File: src/hdl/sequencer_regs.svh
`ifndef SEQUENCER_REGS_SVH
`define SEQUENCER_REGS_SVH

// ==========================================================
// register offsets
`define OFS_GAIN_A 16'h4380
`define OFS_GAIN_B 16'h4383
`define OFS_GAIN_C 16'h4386
`define OFS_GAIN_N 16'h4389
`define OFS_RAM_LO 16'h4380
`define OFS_RAM_HI 16'h43BF
`define OFS_RUN 16'hE228
`define OFS_ACTIVE_ENERGY 16'hE400
`define OFS_STATUS_ONE 16'hE503
`define OFS_PULSE_MODE 16'hE610
`define OFS_MAIN_SETUP 16'hE618
`define OFS_REMOTE_CTRL 16'hE708
`define OFS_KEY_TWO 16'hE7E3
`define OFS_KEY_ONE 16'hE7FE
`define OFS_PORT_LOCK 16'hEA00

// ==========================================================
// field positions
`define BIT_I2C_LOCK 0
`define BIT_RST_DONE 15
`define BIT_PULSE_ONE_DIS 9
`define BIT_PULSE_TWO_DIS 10
`define BIT_PULSE_THREE_DIS 11
`define BIT_SOFT_RST 7
`define BIT_REMOTE_RST 7
`define BIT_CLK_DIS 6

// ==========================================================
// reset values and keys
`define RST_RUN 16'h0000
`define RUN_START 16'h0001
`define RST_PULSE_MODE 16'h0E00
`define RST_MAIN_SETUP 16'h0000
`define RST_REMOTE_CTRL 8'h00
`define RST_KEY 8'h00
`define RST_GAIN 32'h0000_0000
`define KEY_ONE_VAL 8'hAD
`define KEY_TWO_VAL 8'h80

// ==========================================================
// timing
`define CLK_FREQ_MHZ 250
`define RST_LOW_MIN_US 10
`define RST_LOW_MIN_CYC (`RST_LOW_MIN_US * `CLK_FREQ_MHZ)
`define SEL_PULSES 8
`define SEL_HALVES (2 * `SEL_PULSES)

`endif

File: src/hdl/sequencer_pkg.sv
package sequencer_pkg;

  // ==========================================================
  // sequencer states and reset kinds
  typedef enum logic [3:0] {
    ST_RUN = 4'b0001,
    ST_PIN_LOW = 4'b0010,
    ST_SEQ = 4'b0100,
    ST_LOW_POWER = 4'b1000
  } seq_state_t;

  typedef enum logic [2:0] {
    KIND_HW = 3'b001,
    KIND_CHIP = 3'b010,
    KIND_REMOTE = 3'b100
  } seq_kind_t;

  // ==========================================================
  // whole module state
  typedef struct packed {
    logic pin_meta;
    logic pin_sync;
    seq_state_t state;
    seq_kind_t kind;
    logic [11:0] low_cnt;
    logic [1:0] div;
    logic [3:0] half_cnt;
    logic remote_clk;
    logic frame_clk;
    logic reset_en;
    logic [3:0] sel;
    logic irq_n;
    logic [3:0][31:0] gain;
    logic [15:0] run;
    logic rst_done;
    logic [15:0] pulse_mode;
    logic [15:0] main_setup;
    logic [7:0] remote_ctrl;
    logic [7:0] key_one;
    logic [7:0] key_two;
    logic key_armed;
    logic ram_protect;
    logic port_spi;
    logic port_locked;
    logic [31:0] energy;
    logic [31:0] rdata;
    logic rvalid;
  } state_t;

endpackage : sequencer_pkg

File: src/hdl/metering_chipset_reset_sequencer.sv
`timescale 1ns/100ps
`include "sequencer_regs.svh"

// Behaviour
// RULE_01 - on I2C, writing one to bit zero of port lock register locks I2C
// RULE_02 - on SPI, any write to port lock register locks SPI
// RULE_03 - once locked, protocol change refused until hardware reset
// RULE_04 - processor runs only after run-control register is written with one
// RULE_05 - host initialises RAM registers, writing the last one three times
// RULE_06 - key 0xAD then 0x80 enables processor RAM write protection
// RULE_07 - reading an energy register clears it to zero
// RULE_08 - three disable bits each suppress one pulse output
// RULE_09 - reset pin low stops clock high; frame, reset-enable, selects held high
// RULE_10 - after long reset pin low, reset-enable low and selects pulse eight times
// RULE_11 - after reset-enable rises, quarter-rate remote clock runs continuously
// RULE_12 - reset-complete flag zero during reset, set and interrupt low at end
// RULE_13 - host writes one to clear the flag; interrupt line returns high
// RULE_14 - hardware reset makes I2C the default host port
// RULE_15 - hardware reset restores register defaults and idles the processor
// RULE_16 - chipset soft reset restores defaults but keeps a locked port choice
// RULE_17 - soft reset bit clears at completion; processor left idle
// RULE_18 - chipset soft reset keeps clock, pulses selects, then raises lines
// RULE_19 - remote-only reset bit runs remote sequence and self-clears
// RULE_20 - clock disable plus remote reset stops clock and holds remotes in reset
// RULE_21 - low power keeps all configuration registers intact
// RULE_22 - select high picks temperature sensor, low picks second voltage input
// RULE_23 - reset-complete interrupt is unmaskable, line low until flag cleared
// RULE_24 - reset pin low abandons any running sequence for hardware reset
module metering_chipset_reset_sequencer
  import sequencer_pkg::*;
(
  input wire logic clk_in,
  input wire logic rst_n_in,
  input wire logic reset_pin_n_in,
  input wire logic spi_select_in,
  input wire logic [15:0] reg_addr_in,
  input wire logic [31:0] reg_wdata_in,
  input wire logic reg_wr_in,
  input wire logic reg_rd_in,
  input wire logic energy_pulse_in,
  input wire logic [3:0] temp_select_in,
  output logic [31:0] reg_rdata_out,
  output logic reg_rdata_valid_out,
  output logic remote_clock_out,
  output logic frame_clock_out,
  output logic reset_enable_out,
  output logic phase_a_select_line_out,
  output logic phase_b_select_line_out,
  output logic phase_c_select_line_out,
  output logic neutral_select_line_out,
  output logic interrupt_line_one_n_out,
  output logic dsp_running_out,
  output logic ram_protect_out,
  output logic spi_active_out,
  output logic port_locked_out,
  output logic pulse_out_one_enable_out,
  output logic pulse_out_two_enable_out,
  output logic pulse_out_three_enable_out
);

  state_t s_reg;
  state_t s_next;

  // ==========================================================
  // default register contents
  function automatic state_t reg_defaults(input state_t cur);
    state_t d;
    d = cur;
    d.gain = {4{`RST_GAIN}};
    d.run = `RST_RUN;
    d.rst_done = 1'b0;
    d.pulse_mode = `RST_PULSE_MODE;
    d.main_setup = `RST_MAIN_SETUP;
    d.remote_ctrl = `RST_REMOTE_CTRL;
    d.key_one = `RST_KEY;
    d.key_two = `RST_KEY;
    d.key_armed = 1'b0;
    d.ram_protect = 1'b0;
    d.energy = 32'h0000_0000;
    return d;
  endfunction : reg_defaults

  // ==========================================================
  // gain register decode
  function automatic logic [2:0] gain_decode(input logic [15:0] addr);
    case (addr)
      `OFS_GAIN_A: gain_decode = 3'h4;
      `OFS_GAIN_B: gain_decode = 3'h5;
      `OFS_GAIN_C: gain_decode = 3'h6;
      `OFS_GAIN_N: gain_decode = 3'h7;
      default: gain_decode = 3'h0;
    endcase
  endfunction : gain_decode

  // ==========================================================
  // read mux
  function automatic logic [31:0] read_mux(input state_t cur, input logic [15:0] addr);
    logic [2:0] g;
    g = gain_decode(addr);
    read_mux = 32'h0000_0000;
    if (g[2]) begin
      read_mux = cur.gain[g[1:0]];
    end else begin
      case (addr)
        `OFS_RUN: read_mux = {16'h0000, cur.run};
        `OFS_ACTIVE_ENERGY: read_mux = cur.energy;
        `OFS_STATUS_ONE: read_mux = {16'h0000, cur.rst_done, 15'h0000};
        `OFS_PULSE_MODE: read_mux = {16'h0000, cur.pulse_mode};
        `OFS_MAIN_SETUP: read_mux = {16'h0000, cur.main_setup};
        `OFS_REMOTE_CTRL: read_mux = {24'h000000, cur.remote_ctrl};
        `OFS_KEY_TWO: read_mux = {24'h000000, cur.key_two};
        `OFS_KEY_ONE: read_mux = {24'h000000, cur.key_one};
        `OFS_PORT_LOCK: read_mux = {31'h0000_0000, cur.port_locked};
        default: read_mux = 32'h0000_0000;
      endcase
    end
  endfunction : read_mux

  // ==========================================================
  // next state
  always_comb begin
    logic half_tick;
    logic seq_end;
    logic [2:0] g;
    logic wr;
    logic rd;
    half_tick = 1'b0;
    seq_end = 1'b0;
    g = 3'h0;
    wr = 1'b0;
    rd = 1'b0;
    s_next = s_reg;
    s_next.pin_meta = reset_pin_n_in;
    s_next.pin_sync = s_reg.pin_meta;
    s_next.div = s_reg.div + 2'd1;
    half_tick = s_reg.div[0];
    s_next.rvalid = 1'b0;

    case (s_reg.state)
      ST_RUN: begin
        s_next.reset_en = 1'b1;
        s_next.sel = temp_select_in; // [RULE_22]
        s_next.frame_clk = 1'b0;
        if (s_reg.main_setup[`BIT_SOFT_RST]) begin
          s_next = reg_defaults(s_next); // [RULE_16]
          s_next.main_setup[`BIT_SOFT_RST] = 1'b1;
          s_next.kind = KIND_CHIP;
          s_next.half_cnt = 4'h0;
          s_next.state = ST_SEQ;
        end else if (s_reg.remote_ctrl[`BIT_REMOTE_RST] && s_reg.remote_ctrl[`BIT_CLK_DIS]) begin
          s_next.state = ST_LOW_POWER; // [RULE_20]
        end else if (s_reg.remote_ctrl[`BIT_REMOTE_RST]) begin
          s_next.kind = KIND_REMOTE; // [RULE_19]
          s_next.half_cnt = 4'h0;
          s_next.state = ST_SEQ;
        end
      end
      ST_PIN_LOW: begin
        s_next.div = 2'd0;
        if (s_reg.low_cnt != 12'(`RST_LOW_MIN_CYC)) begin
          s_next.low_cnt = s_reg.low_cnt + 12'd1;
        end
        if (s_reg.pin_sync) begin
          if (s_reg.low_cnt == 12'(`RST_LOW_MIN_CYC)) begin
            s_next = reg_defaults(s_next); // [RULE_15]
            s_next.port_spi = 1'b0; // [RULE_14]
            s_next.port_locked = 1'b0;
            s_next.kind = KIND_HW;
            s_next.half_cnt = 4'h0;
            s_next.state = ST_SEQ; // [RULE_10]
          end else begin
            s_next.state = ST_RUN;
          end
        end
      end
      ST_SEQ: begin
        s_next.reset_en = 1'b0; // [RULE_10] [RULE_18]
        s_next.frame_clk = 1'b0;
        s_next.sel = {4{~s_reg.half_cnt[0]}};
        if (half_tick) begin
          s_next.half_cnt = s_reg.half_cnt + 4'd1;
          seq_end = (s_reg.half_cnt == 4'(`SEL_HALVES - 1));
        end
        if (seq_end) begin
          s_next.reset_en = 1'b1; // [RULE_18]
          s_next.sel = temp_select_in;
          s_next.state = ST_RUN;
          if (s_reg.kind == KIND_REMOTE) begin
            s_next.remote_ctrl[`BIT_REMOTE_RST] = 1'b0; // [RULE_19]
          end else begin
            s_next.rst_done = 1'b1; // [RULE_12]
            s_next.main_setup[`BIT_SOFT_RST] = 1'b0; // [RULE_17]
          end
        end
      end
      ST_LOW_POWER: begin
        s_next.reset_en = 1'b0; // [RULE_20]
        s_next.sel = 4'hF;
        if (!s_reg.remote_ctrl[`BIT_REMOTE_RST]) begin
          s_next.reset_en = 1'b1;
          s_next.state = ST_RUN; // [RULE_21]
        end else if (!s_reg.remote_ctrl[`BIT_CLK_DIS]) begin
          s_next.kind = KIND_REMOTE;
          s_next.half_cnt = 4'h0;
          s_next.state = ST_SEQ;
        end
      end
      default: begin
        s_next.state = ST_RUN;
      end
    endcase

    // ==========================================================
    // host accesses
    wr = reg_wr_in && (s_reg.state != ST_PIN_LOW);
    rd = reg_rd_in && (s_reg.state != ST_PIN_LOW);
    g = gain_decode(reg_addr_in);
    if (rd) begin
      s_next.rdata = read_mux(s_reg, reg_addr_in);
      s_next.rvalid = 1'b1;
      if (reg_addr_in == `OFS_ACTIVE_ENERGY) begin
        s_next.energy = 32'h0000_0000; // [RULE_07]
      end
    end
    if (energy_pulse_in) begin
      s_next.energy = s_next.energy + 32'd1;
    end
    if (spi_select_in && !s_reg.port_locked) begin
      s_next.port_spi = 1'b1; // [RULE_03]
    end
    if (wr) begin
      if (g[2] && !s_reg.ram_protect) begin
        s_next.gain[g[1:0]] = reg_wdata_in; // [RULE_06]
      end
      case (reg_addr_in)
        `OFS_RUN: s_next.run = reg_wdata_in[15:0]; // [RULE_04]
        `OFS_STATUS_ONE: begin
          if (reg_wdata_in[`BIT_RST_DONE] && !seq_end) begin
            s_next.rst_done = 1'b0; // [RULE_13]
          end
        end
        `OFS_PULSE_MODE: s_next.pulse_mode = reg_wdata_in[15:0]; // [RULE_08]
        `OFS_MAIN_SETUP: begin
          if (s_reg.state != ST_SEQ || s_reg.kind == KIND_REMOTE) begin
            s_next.main_setup = reg_wdata_in[15:0];
          end
        end
        `OFS_REMOTE_CTRL: begin
          if (!(seq_end && !reg_wdata_in[`BIT_REMOTE_RST])) begin
            s_next.remote_ctrl = reg_wdata_in[7:0];
          end
          if (seq_end && s_reg.kind == KIND_REMOTE) begin
            s_next.remote_ctrl[`BIT_REMOTE_RST] = 1'b0;
          end
        end
        `OFS_KEY_ONE: begin
          s_next.key_one = reg_wdata_in[7:0];
          s_next.key_armed = (reg_wdata_in[7:0] == `KEY_ONE_VAL); // [RULE_06]
        end
        `OFS_KEY_TWO: begin
          s_next.key_two = reg_wdata_in[7:0];
          s_next.key_armed = 1'b0;
          if (s_reg.key_armed && reg_wdata_in[7:0] == `KEY_TWO_VAL) begin
            s_next.ram_protect = 1'b1; // [RULE_06]
          end
        end
        `OFS_PORT_LOCK: begin
          if (s_reg.port_spi || reg_wdata_in[`BIT_I2C_LOCK]) begin
            s_next.port_locked = 1'b1; // [RULE_01] [RULE_02]
          end
        end
        default: begin
          s_next.run = s_next.run;
        end
      endcase
    end

    // ==========================================================
    // reset pin overrides everything
    if (!s_reg.pin_sync && s_reg.state != ST_PIN_LOW) begin
      s_next.state = ST_PIN_LOW; // [RULE_24]
      s_next.low_cnt = 12'd0;
      s_next.rst_done = 1'b0; // [RULE_12]
    end
    if (s_next.state == ST_PIN_LOW) begin
      s_next.reset_en = 1'b1; // [RULE_09]
      s_next.frame_clk = 1'b1;
      s_next.sel = 4'hF;
      s_next.rvalid = 1'b0;
    end

    // remote clock: held high in hardware reset, stopped when disabled
    if (s_next.state == ST_PIN_LOW || (s_next.state == ST_SEQ && s_next.kind == KIND_HW)
        || s_next.remote_ctrl[`BIT_CLK_DIS]) begin
      s_next.remote_clk = 1'b1; // [RULE_09] [RULE_20]
    end else begin
      s_next.remote_clk = ~s_next.div[1]; // [RULE_11] [RULE_18]
    end
    s_next.irq_n = ~s_next.rst_done; // [RULE_23]
  end

  // ==========================================================
  // state register
  always_ff @(posedge clk_in) begin
    if (!rst_n_in) begin
      s_reg <= '0;
      s_reg.pin_meta <= 1'b1;
      s_reg.pin_sync <= 1'b1;
      s_reg.state <= ST_RUN;
      s_reg.kind <= KIND_HW;
      s_reg.remote_clk <= 1'b1;
      s_reg.reset_en <= 1'b1;
      s_reg.sel <= 4'hF;
      s_reg.irq_n <= 1'b1;
      s_reg.pulse_mode <= `RST_PULSE_MODE;
    end else begin
      s_reg <= s_next;
    end
  end

  // ==========================================================
  // outputs
  assign reg_rdata_out = s_reg.rdata;
  assign reg_rdata_valid_out = s_reg.rvalid;
  assign remote_clock_out = s_reg.remote_clk;
  assign frame_clock_out = s_reg.frame_clk;
  assign reset_enable_out = s_reg.reset_en;
  assign phase_a_select_line_out = s_reg.sel[0];
  assign phase_b_select_line_out = s_reg.sel[1];
  assign phase_c_select_line_out = s_reg.sel[2];
  assign neutral_select_line_out = s_reg.sel[3];
  assign interrupt_line_one_n_out = s_reg.irq_n;
  assign dsp_running_out = (s_reg.run == `RUN_START); // [RULE_04]
  assign ram_protect_out = s_reg.ram_protect;
  assign spi_active_out = s_reg.port_spi;
  assign port_locked_out = s_reg.port_locked;
  assign pulse_out_one_enable_out = ~s_reg.pulse_mode[`BIT_PULSE_ONE_DIS]; // [RULE_08]
  assign pulse_out_two_enable_out = ~s_reg.pulse_mode[`BIT_PULSE_TWO_DIS];
  assign pulse_out_three_enable_out = ~s_reg.pulse_mode[`BIT_PULSE_THREE_DIS];

endmodule : metering_chipset_reset_sequencer

File: config.mk
export PLATFORM = sky130hd
export DESIGN_NAME = metering_chipset_reset_sequencer
export DESIGN_NICKNAME = d
export VERILOG_FILES = /design/src/hdl/sequencer_pkg.sv /design/src/hdl/metering_chipset_reset_sequencer.sv
export VERILOG_INCLUDE_DIRS = /design/src /design/src/hdl
export SDC_FILE = /design/constraint.sdc
export NUM_CORES = 1
export LEC_CHECK = 0
export ABC_AREA = 1
export BUFFER_PORTS_ARGS = -buffer_cell sky130_fd_sc_hd__buf_2
export CAP_MARGIN = 10
export CORE_MARGIN = 2
export CORE_UTILIZATION = 43
export DETAILED_ROUTE_END_ITERATION = 12
export GPL_TIMING_DRIVEN = 0
export PLACE_DENSITY = 0.61
export SYNTH_ARGS = -nofsm -noshare
export SYNTH_HDL_FRONTEND = slang
export SYNTH_SLANG_ARGS = --single-unit
File: constraint.sdc
create_clock -name clk_in -period 2.7 [get_ports clk_in]
set_input_delay 0.135 -clock clk_in [delete_from_list [all_inputs] [get_ports clk_in]]
set_output_delay 0.135 -clock clk_in [all_outputs]
set_load 0.005 [all_outputs]
**Word level (Yosys, flattened, before mapping)**

Index checks and enable logic that the tools add are counted.

- Flip-flop bits (word level): 305
- Output and inout port bits: 48

- Add/sub/neg operators: 4
- Eq/ne operators: 38
- Mux-type cells: 79
- Reductions and logical operators: 34
- Bitwise gates (word level): 8
- Order comparisons: 3

Operators by type and width:

| cell | count |
|---|---|
| 303-bit two-way mux | 1 |
| 299-bit two-way mux | 1 |
| 144-bit case mux with 2 select lines | 1 |
| 32-bit case mux with 9 select lines | 1 |
| 270-bit two-way mux | 1 |
| 203-bit two-way mux | 1 |
| 92-bit case mux with 2 select lines | 1 |
| 32-bit two-way mux | 5 |
| 16-bit equality test, second input constant | 9 |
| 128-bit bitwise mux | 1 |
| 128-bit two-way mux | 1 |
| 65-bit two-way mux | 1 |
| 32-bit binary-select mux with 2-bit select | 1 |
| 32-bit demux with 2-bit select | 1 |
| 16-bit by 15-bit equality test with 1-bit output, second input constant | 4 |
| 16-bit two-way mux | 4 |
| 24-bit case mux with 2 select lines | 1 |
| 4-bit two-way mux | 10 |
| 32-bit by 1-bit adder with 32-bit output, second input constant | 1 |
| 8-bit two-way mux | 4 |
| 4-bit case mux with 4 select lines | 2 |
| 12-bit two-way mux | 2 |
| 7-bit two-way mux | 3 |
| 1-bit two-way mux | 20 |
| other kinds (40) | 89 |

**Logic depth before layout (Yosys ltp)**

- Depth in word-level cells: 12
- Mapped depth: 22
- Depth with buffers taken out: 20

**Worst setup path before layout**

Ideal clock, no wire load.

- Kind: reg-to-reg
- Start: register s_reg[284] (netlist bit)
- End: register s_reg[55] (netlist bit)
- Arrival: 2632 ps
- Path buffers: 2
- Library setup time: 116 ps
- Setup slack: -48 ps
- Cell stages (with the launch flop): 22
- Path through: dfxtp_1 > inv_1 > ha_1 > nand2_1 > nor2_1 > nand3_2 > nor2_2 > nor2_4 > buf_2 > buf_2 > nand3_1 > inv_1 > ha_1 > nand2_1 > inv_1 > nand4_1 > nor2_1 > nand3_1 > nor2_2 > nand2_1 > o21ai_0 > nor2_1

- Cells in the longest elaborated chain, start to end: 8

Ends and longest elaborated chain:

| item | line | source |
|---|---|---|
| from (decl) | metering_chipset_reset_sequencer.sv:61 | `state_t s_reg;` |
| from (signal assigned) | metering_chipset_reset_sequencer.sv:317 | `s_reg <= s_next;` |
| 12-bit equality test (*) | metering_chipset_reset_sequencer.sv:164 | `` if (s_reg.low_cnt == 12'(`RST_LOW_MIN_CYC)) begin `` |
| 299-bit two-way mux (*) | metering_chipset_reset_sequencer.sv:164 |  |
| 303-bit two-way mux (*) | metering_chipset_reset_sequencer.sv:163 | `if (s_reg.pin_sync) begin` |
| 92-bit case mux with 2 select lines (*) | metering_chipset_reset_sequencer.sv:139 | `case (s_reg.state)` |
| 32-bit two-way mux | metering_chipset_reset_sequencer.sv:221 | `` if (reg_addr_in == `OFS_ACTIVE_ENERGY) begin `` |
| 65-bit two-way mux (*) | metering_chipset_reset_sequencer.sv:218 | `if (rd) begin` |
| 32-bit by 1-bit adder with 32-bit output | metering_chipset_reset_sequencer.sv:226 | `s_next.energy = s_next.energy + 32'd1;` |
| 32-bit two-way mux (*) | metering_chipset_reset_sequencer.sv:225 | `if (energy_pulse_in) begin` |

Every way passes the cells marked *; elsewhere a longest branch is shown, timed or not. The select of a mux whose other input is x is not followed.
A chain may end at the register's enable or synchronous reset.

**Worst setup path in the final report**

- Start: register s_reg[285] (netlist bit)
- End: register s_reg[49] (netlist bit)

The elaborated chain is that of the path after synthesis.

==> impl_metrics.yaml <==
detailed_routing:
  ant_nets: 0
  wirelength_um: 55400
  firstDrtPassIters: 7
  drtIter0Drc: 1437
  avgViaCountPerCell: 5.76
  wire_per_inst_um: 20.8
  route.detailed.drc: 0
  vias: 15300
cts:
  htree_levels: 2
  clock_sinks: 305
  cts_made_buffers: 36
  path_clk_slew_ps: 60
  cts_tree: "yes"
  cts_max_path_buffers: 3
  clk-insertion-delay-late_ps: 540
  clockRootBuffer: "clkbuf_16"
pwr:
  finalPower_mw: 10.2
  powerDensity_mw_per_mm2: 573
  p_switching_mw: 2.49
  p_clk_share_pct: 49.1
  p_sw_share_pct: 24.4
  cellLeakagePower_nw: 6.83
  ir_drop_uv: 385
  pwr-share-comb_pct: 6.1
  p_int_mw: 7.74
  p_seq_share_pct: 44.8
logic_synthesis:
  synthTopCellsByArea: "dfxtp_1 (41%), nand2_1 (7.0%), a21oi_1 (6.5%), nor2_1 (6.2%), o21ai_0 (5.7%)"
  synth_edf_count: 0
  netlist_instances: 1984
  synth.avg_cell_area_um2: 7.44
  synth_nets: 2047
  synth.top_cell.area_share_pct: 41.4
  synth_warnings: 0
  ys_seq_area_share_pct: 41.4
  synth.distinct_cells: 45
  ys_ff_latch: 305
  synth-main-ff-cell: "dfxtp_1"
  ys_async_sr_fraction_pct: 0
  synth_top_area_cell: "dfxtp_1"
  syn_area_mm2: 0.0148
setup_path:
  critPathCaptureType: "register"
  rrSetupSlack_ps: 100
  critPathRequiredTime_ps: 3110
  slowest_delay_ps: 330
  arrival_ps: 3020
  start_kind: "register"
  cp_slowest_cell: "dfxtp_2"
  crit_type: "reg2reg"
  crit_buf_inv: 4
  crit_start: "s_reg[285]"
  r2r-start: "s_reg[285]"
  path_cells: "inv_2, ha_4, nand2_4, nor2_4, nand3_4, nor2_4, nor2_4, buf_6, nand3_4, inv_4, ha_4, nand2_2, inv_1, nand4_1, nor2_2, nand4_4, nor2_4, nand3_2, nand2_1, nor2_1"
  cp_max_fo: 6
  path_delay_family: "simple AND/OR/NAND/NOR gates"
  crit_top_cell: "nor2_4"
floorplan:
  fp.coreArea_mm2: 0.0337
  die_h_um: 189
  rows: 67
  die_w_um: 189
  dieArea_mm2: 0.0358
  start_util_pct: 43.8
  io_pins: 107
timing:
  slew_viol_final: 0
  setup_viol: 0
  grt_setup_unrepaired: "yes"
  maxSlewHeadroom_pct: 33.5
  fin_skew_ps: 26.3
  finalCritPeriodShare_pct: 96.4
  holdWs_ps: 9.45
  layout_setup_ws_ps: 96.2
  max_slew.worst_pin.slew_ps: 997
  hold_violations: 0
  max_clock_freq_ghz: 0.384
  fin_setup_tns_ps: 0
  min_period_ps: 2600
run_status:
  status: "finished, final reports clean"
grt:
  grt.total_usage_pct: 30.2
  antenna_found_initial: 0
  grt_max_degree: 14
  met3_usage_pct: 3.41
  use_met2_pct: 46.5
  busiest_layer: "met2"
  met1_usage_pct: 43.5
  grt_pass1_vias: 14400
  grt_pass1_wl_um: 84100
  grt-ovfl-total: 0
placement:
  dp.cells: 2540
  hpwl_um: 40600
  gp_congestion: 0.962
  portBuffers: 105
  place_ws_ps: -1040
cells_and_area:
  largest_reg_flops: 261
  diodes: 0
  drive_gt1_share_pct: 17.7
  fin_cells: 2663
  fin_nets: 2252
  fillers: 3304
  area_growth_pct: 21.0
job:
  cap_violations: 0
min_path:
  min_from: "temp_select_in[2]"
  min_path_type: "in2reg"
-- worst min-delay path: stages --
cell and delay, ps:
buf_2 80, nand2_1 40, a21oi_1 130, a211oi_1 60, nand2_1 50
-- placed cells by master, fill, tap and decap left out, types with 30 or more instances in the layout --
master,count
clkbuf_1,84
o221ai_1,35
clkbuf_16,37
dlygate4sd3_1,30
buf_2,133
nand4_1,35
inv_1,169
a22oi_1,31
nand2_1,268
a211oi_2,54
a211oi_1,82
dfxtp_1,299
o21ai_0,166
buf_4,63
a21oi_1,190
nand3_1,77
nor2_1,235
-- kinds of logic after synthesis --
family                     share of synthesized area (%)
AOI/OAI and AO/OA                                   27.4
DFF                                                 41.4
and+or+nand+nor                                     20.7
adders and majority gates                          0.339
xor gates and xnor gates                           0.178
buffers and inverters                               10.0
-- layout make-up --
class	count	area, um^2	area share (%)
inverter	183	697	3.90
sequential	305	6110	34.2
buffer	158	792	4.43
timing repair buffer	170	1120	6.29
clock buffer	47	1030	5.78
tap	448	561	3.14
multi-input combinational	1335	7380	41.3
clock inverter	17	173	0.966
-- worst paths after layout --
| kind | endpoint | cells past startpoint |
|---|---|---|
| setup reg to reg | s_reg[49] | 20 |
| hold reg to reg | s_reg[303] | 1 |
| hold / removal | phase_c_select_line_out | 5 |
| setup / recovery | s_reg[49] | 20 |
-- through the flow --
stage,util (%),cell area [um^2]
after floorplan,-,14800
after global placement,47.0,15900
after detailed placement,47.1,15900
after CTS,52.3,17600
after global routing,53.0,17900
final,53.0,17900
-- timing repair --
action                                  CTS  global route
pin swaps                                12            24
setup buffers                            15            17
endpoints found under the setup margin  107           115
gates resized for setup                  39            43
endpoints found under the hold margin    68             0
hold buffers                             30             0
-- cell usage after synthesis (4+ instances only) --
cell type and number:
inv_1 176, o221ai_1 35, dfxtp_1 305, a22oi_1 31, a22o_1 6, inv_2 6
ha_1 4, a31oi_1 21, o211ai_1 9, clkbuf_1 82, a211oi_2 54, a211oi_1 82
buf_4 39, nor2_2 11, nor3_1 29, a21oi_1 191, nand3_1 82, buf_1 9
o21ai_0 167, nor2_1 245, buf_2 31, nor4_1 12, nor3_2 4, o22ai_1 10
nand4_1 35, nand2_1 275
-- power by group through the flow --
stage	Sequential, mW	Combinational (mW)	Clock, mW
after floorplan	4.66	0.293	0
after global placement	4.68	0.554	0
after detailed placement	4.68	0.559	0
after CTS	4.58	0.600	5.07
after global routing	4.58	0.665	5.27
final	4.58	0.627	5.02
-- layer usage --
metal	routed length, um	vias up
met5	0	-
met4	1980	0
met3	4040	115
met2	24300	673
met1	25000	7307
li1	-	7251
(Power assumes the default switching activity.)
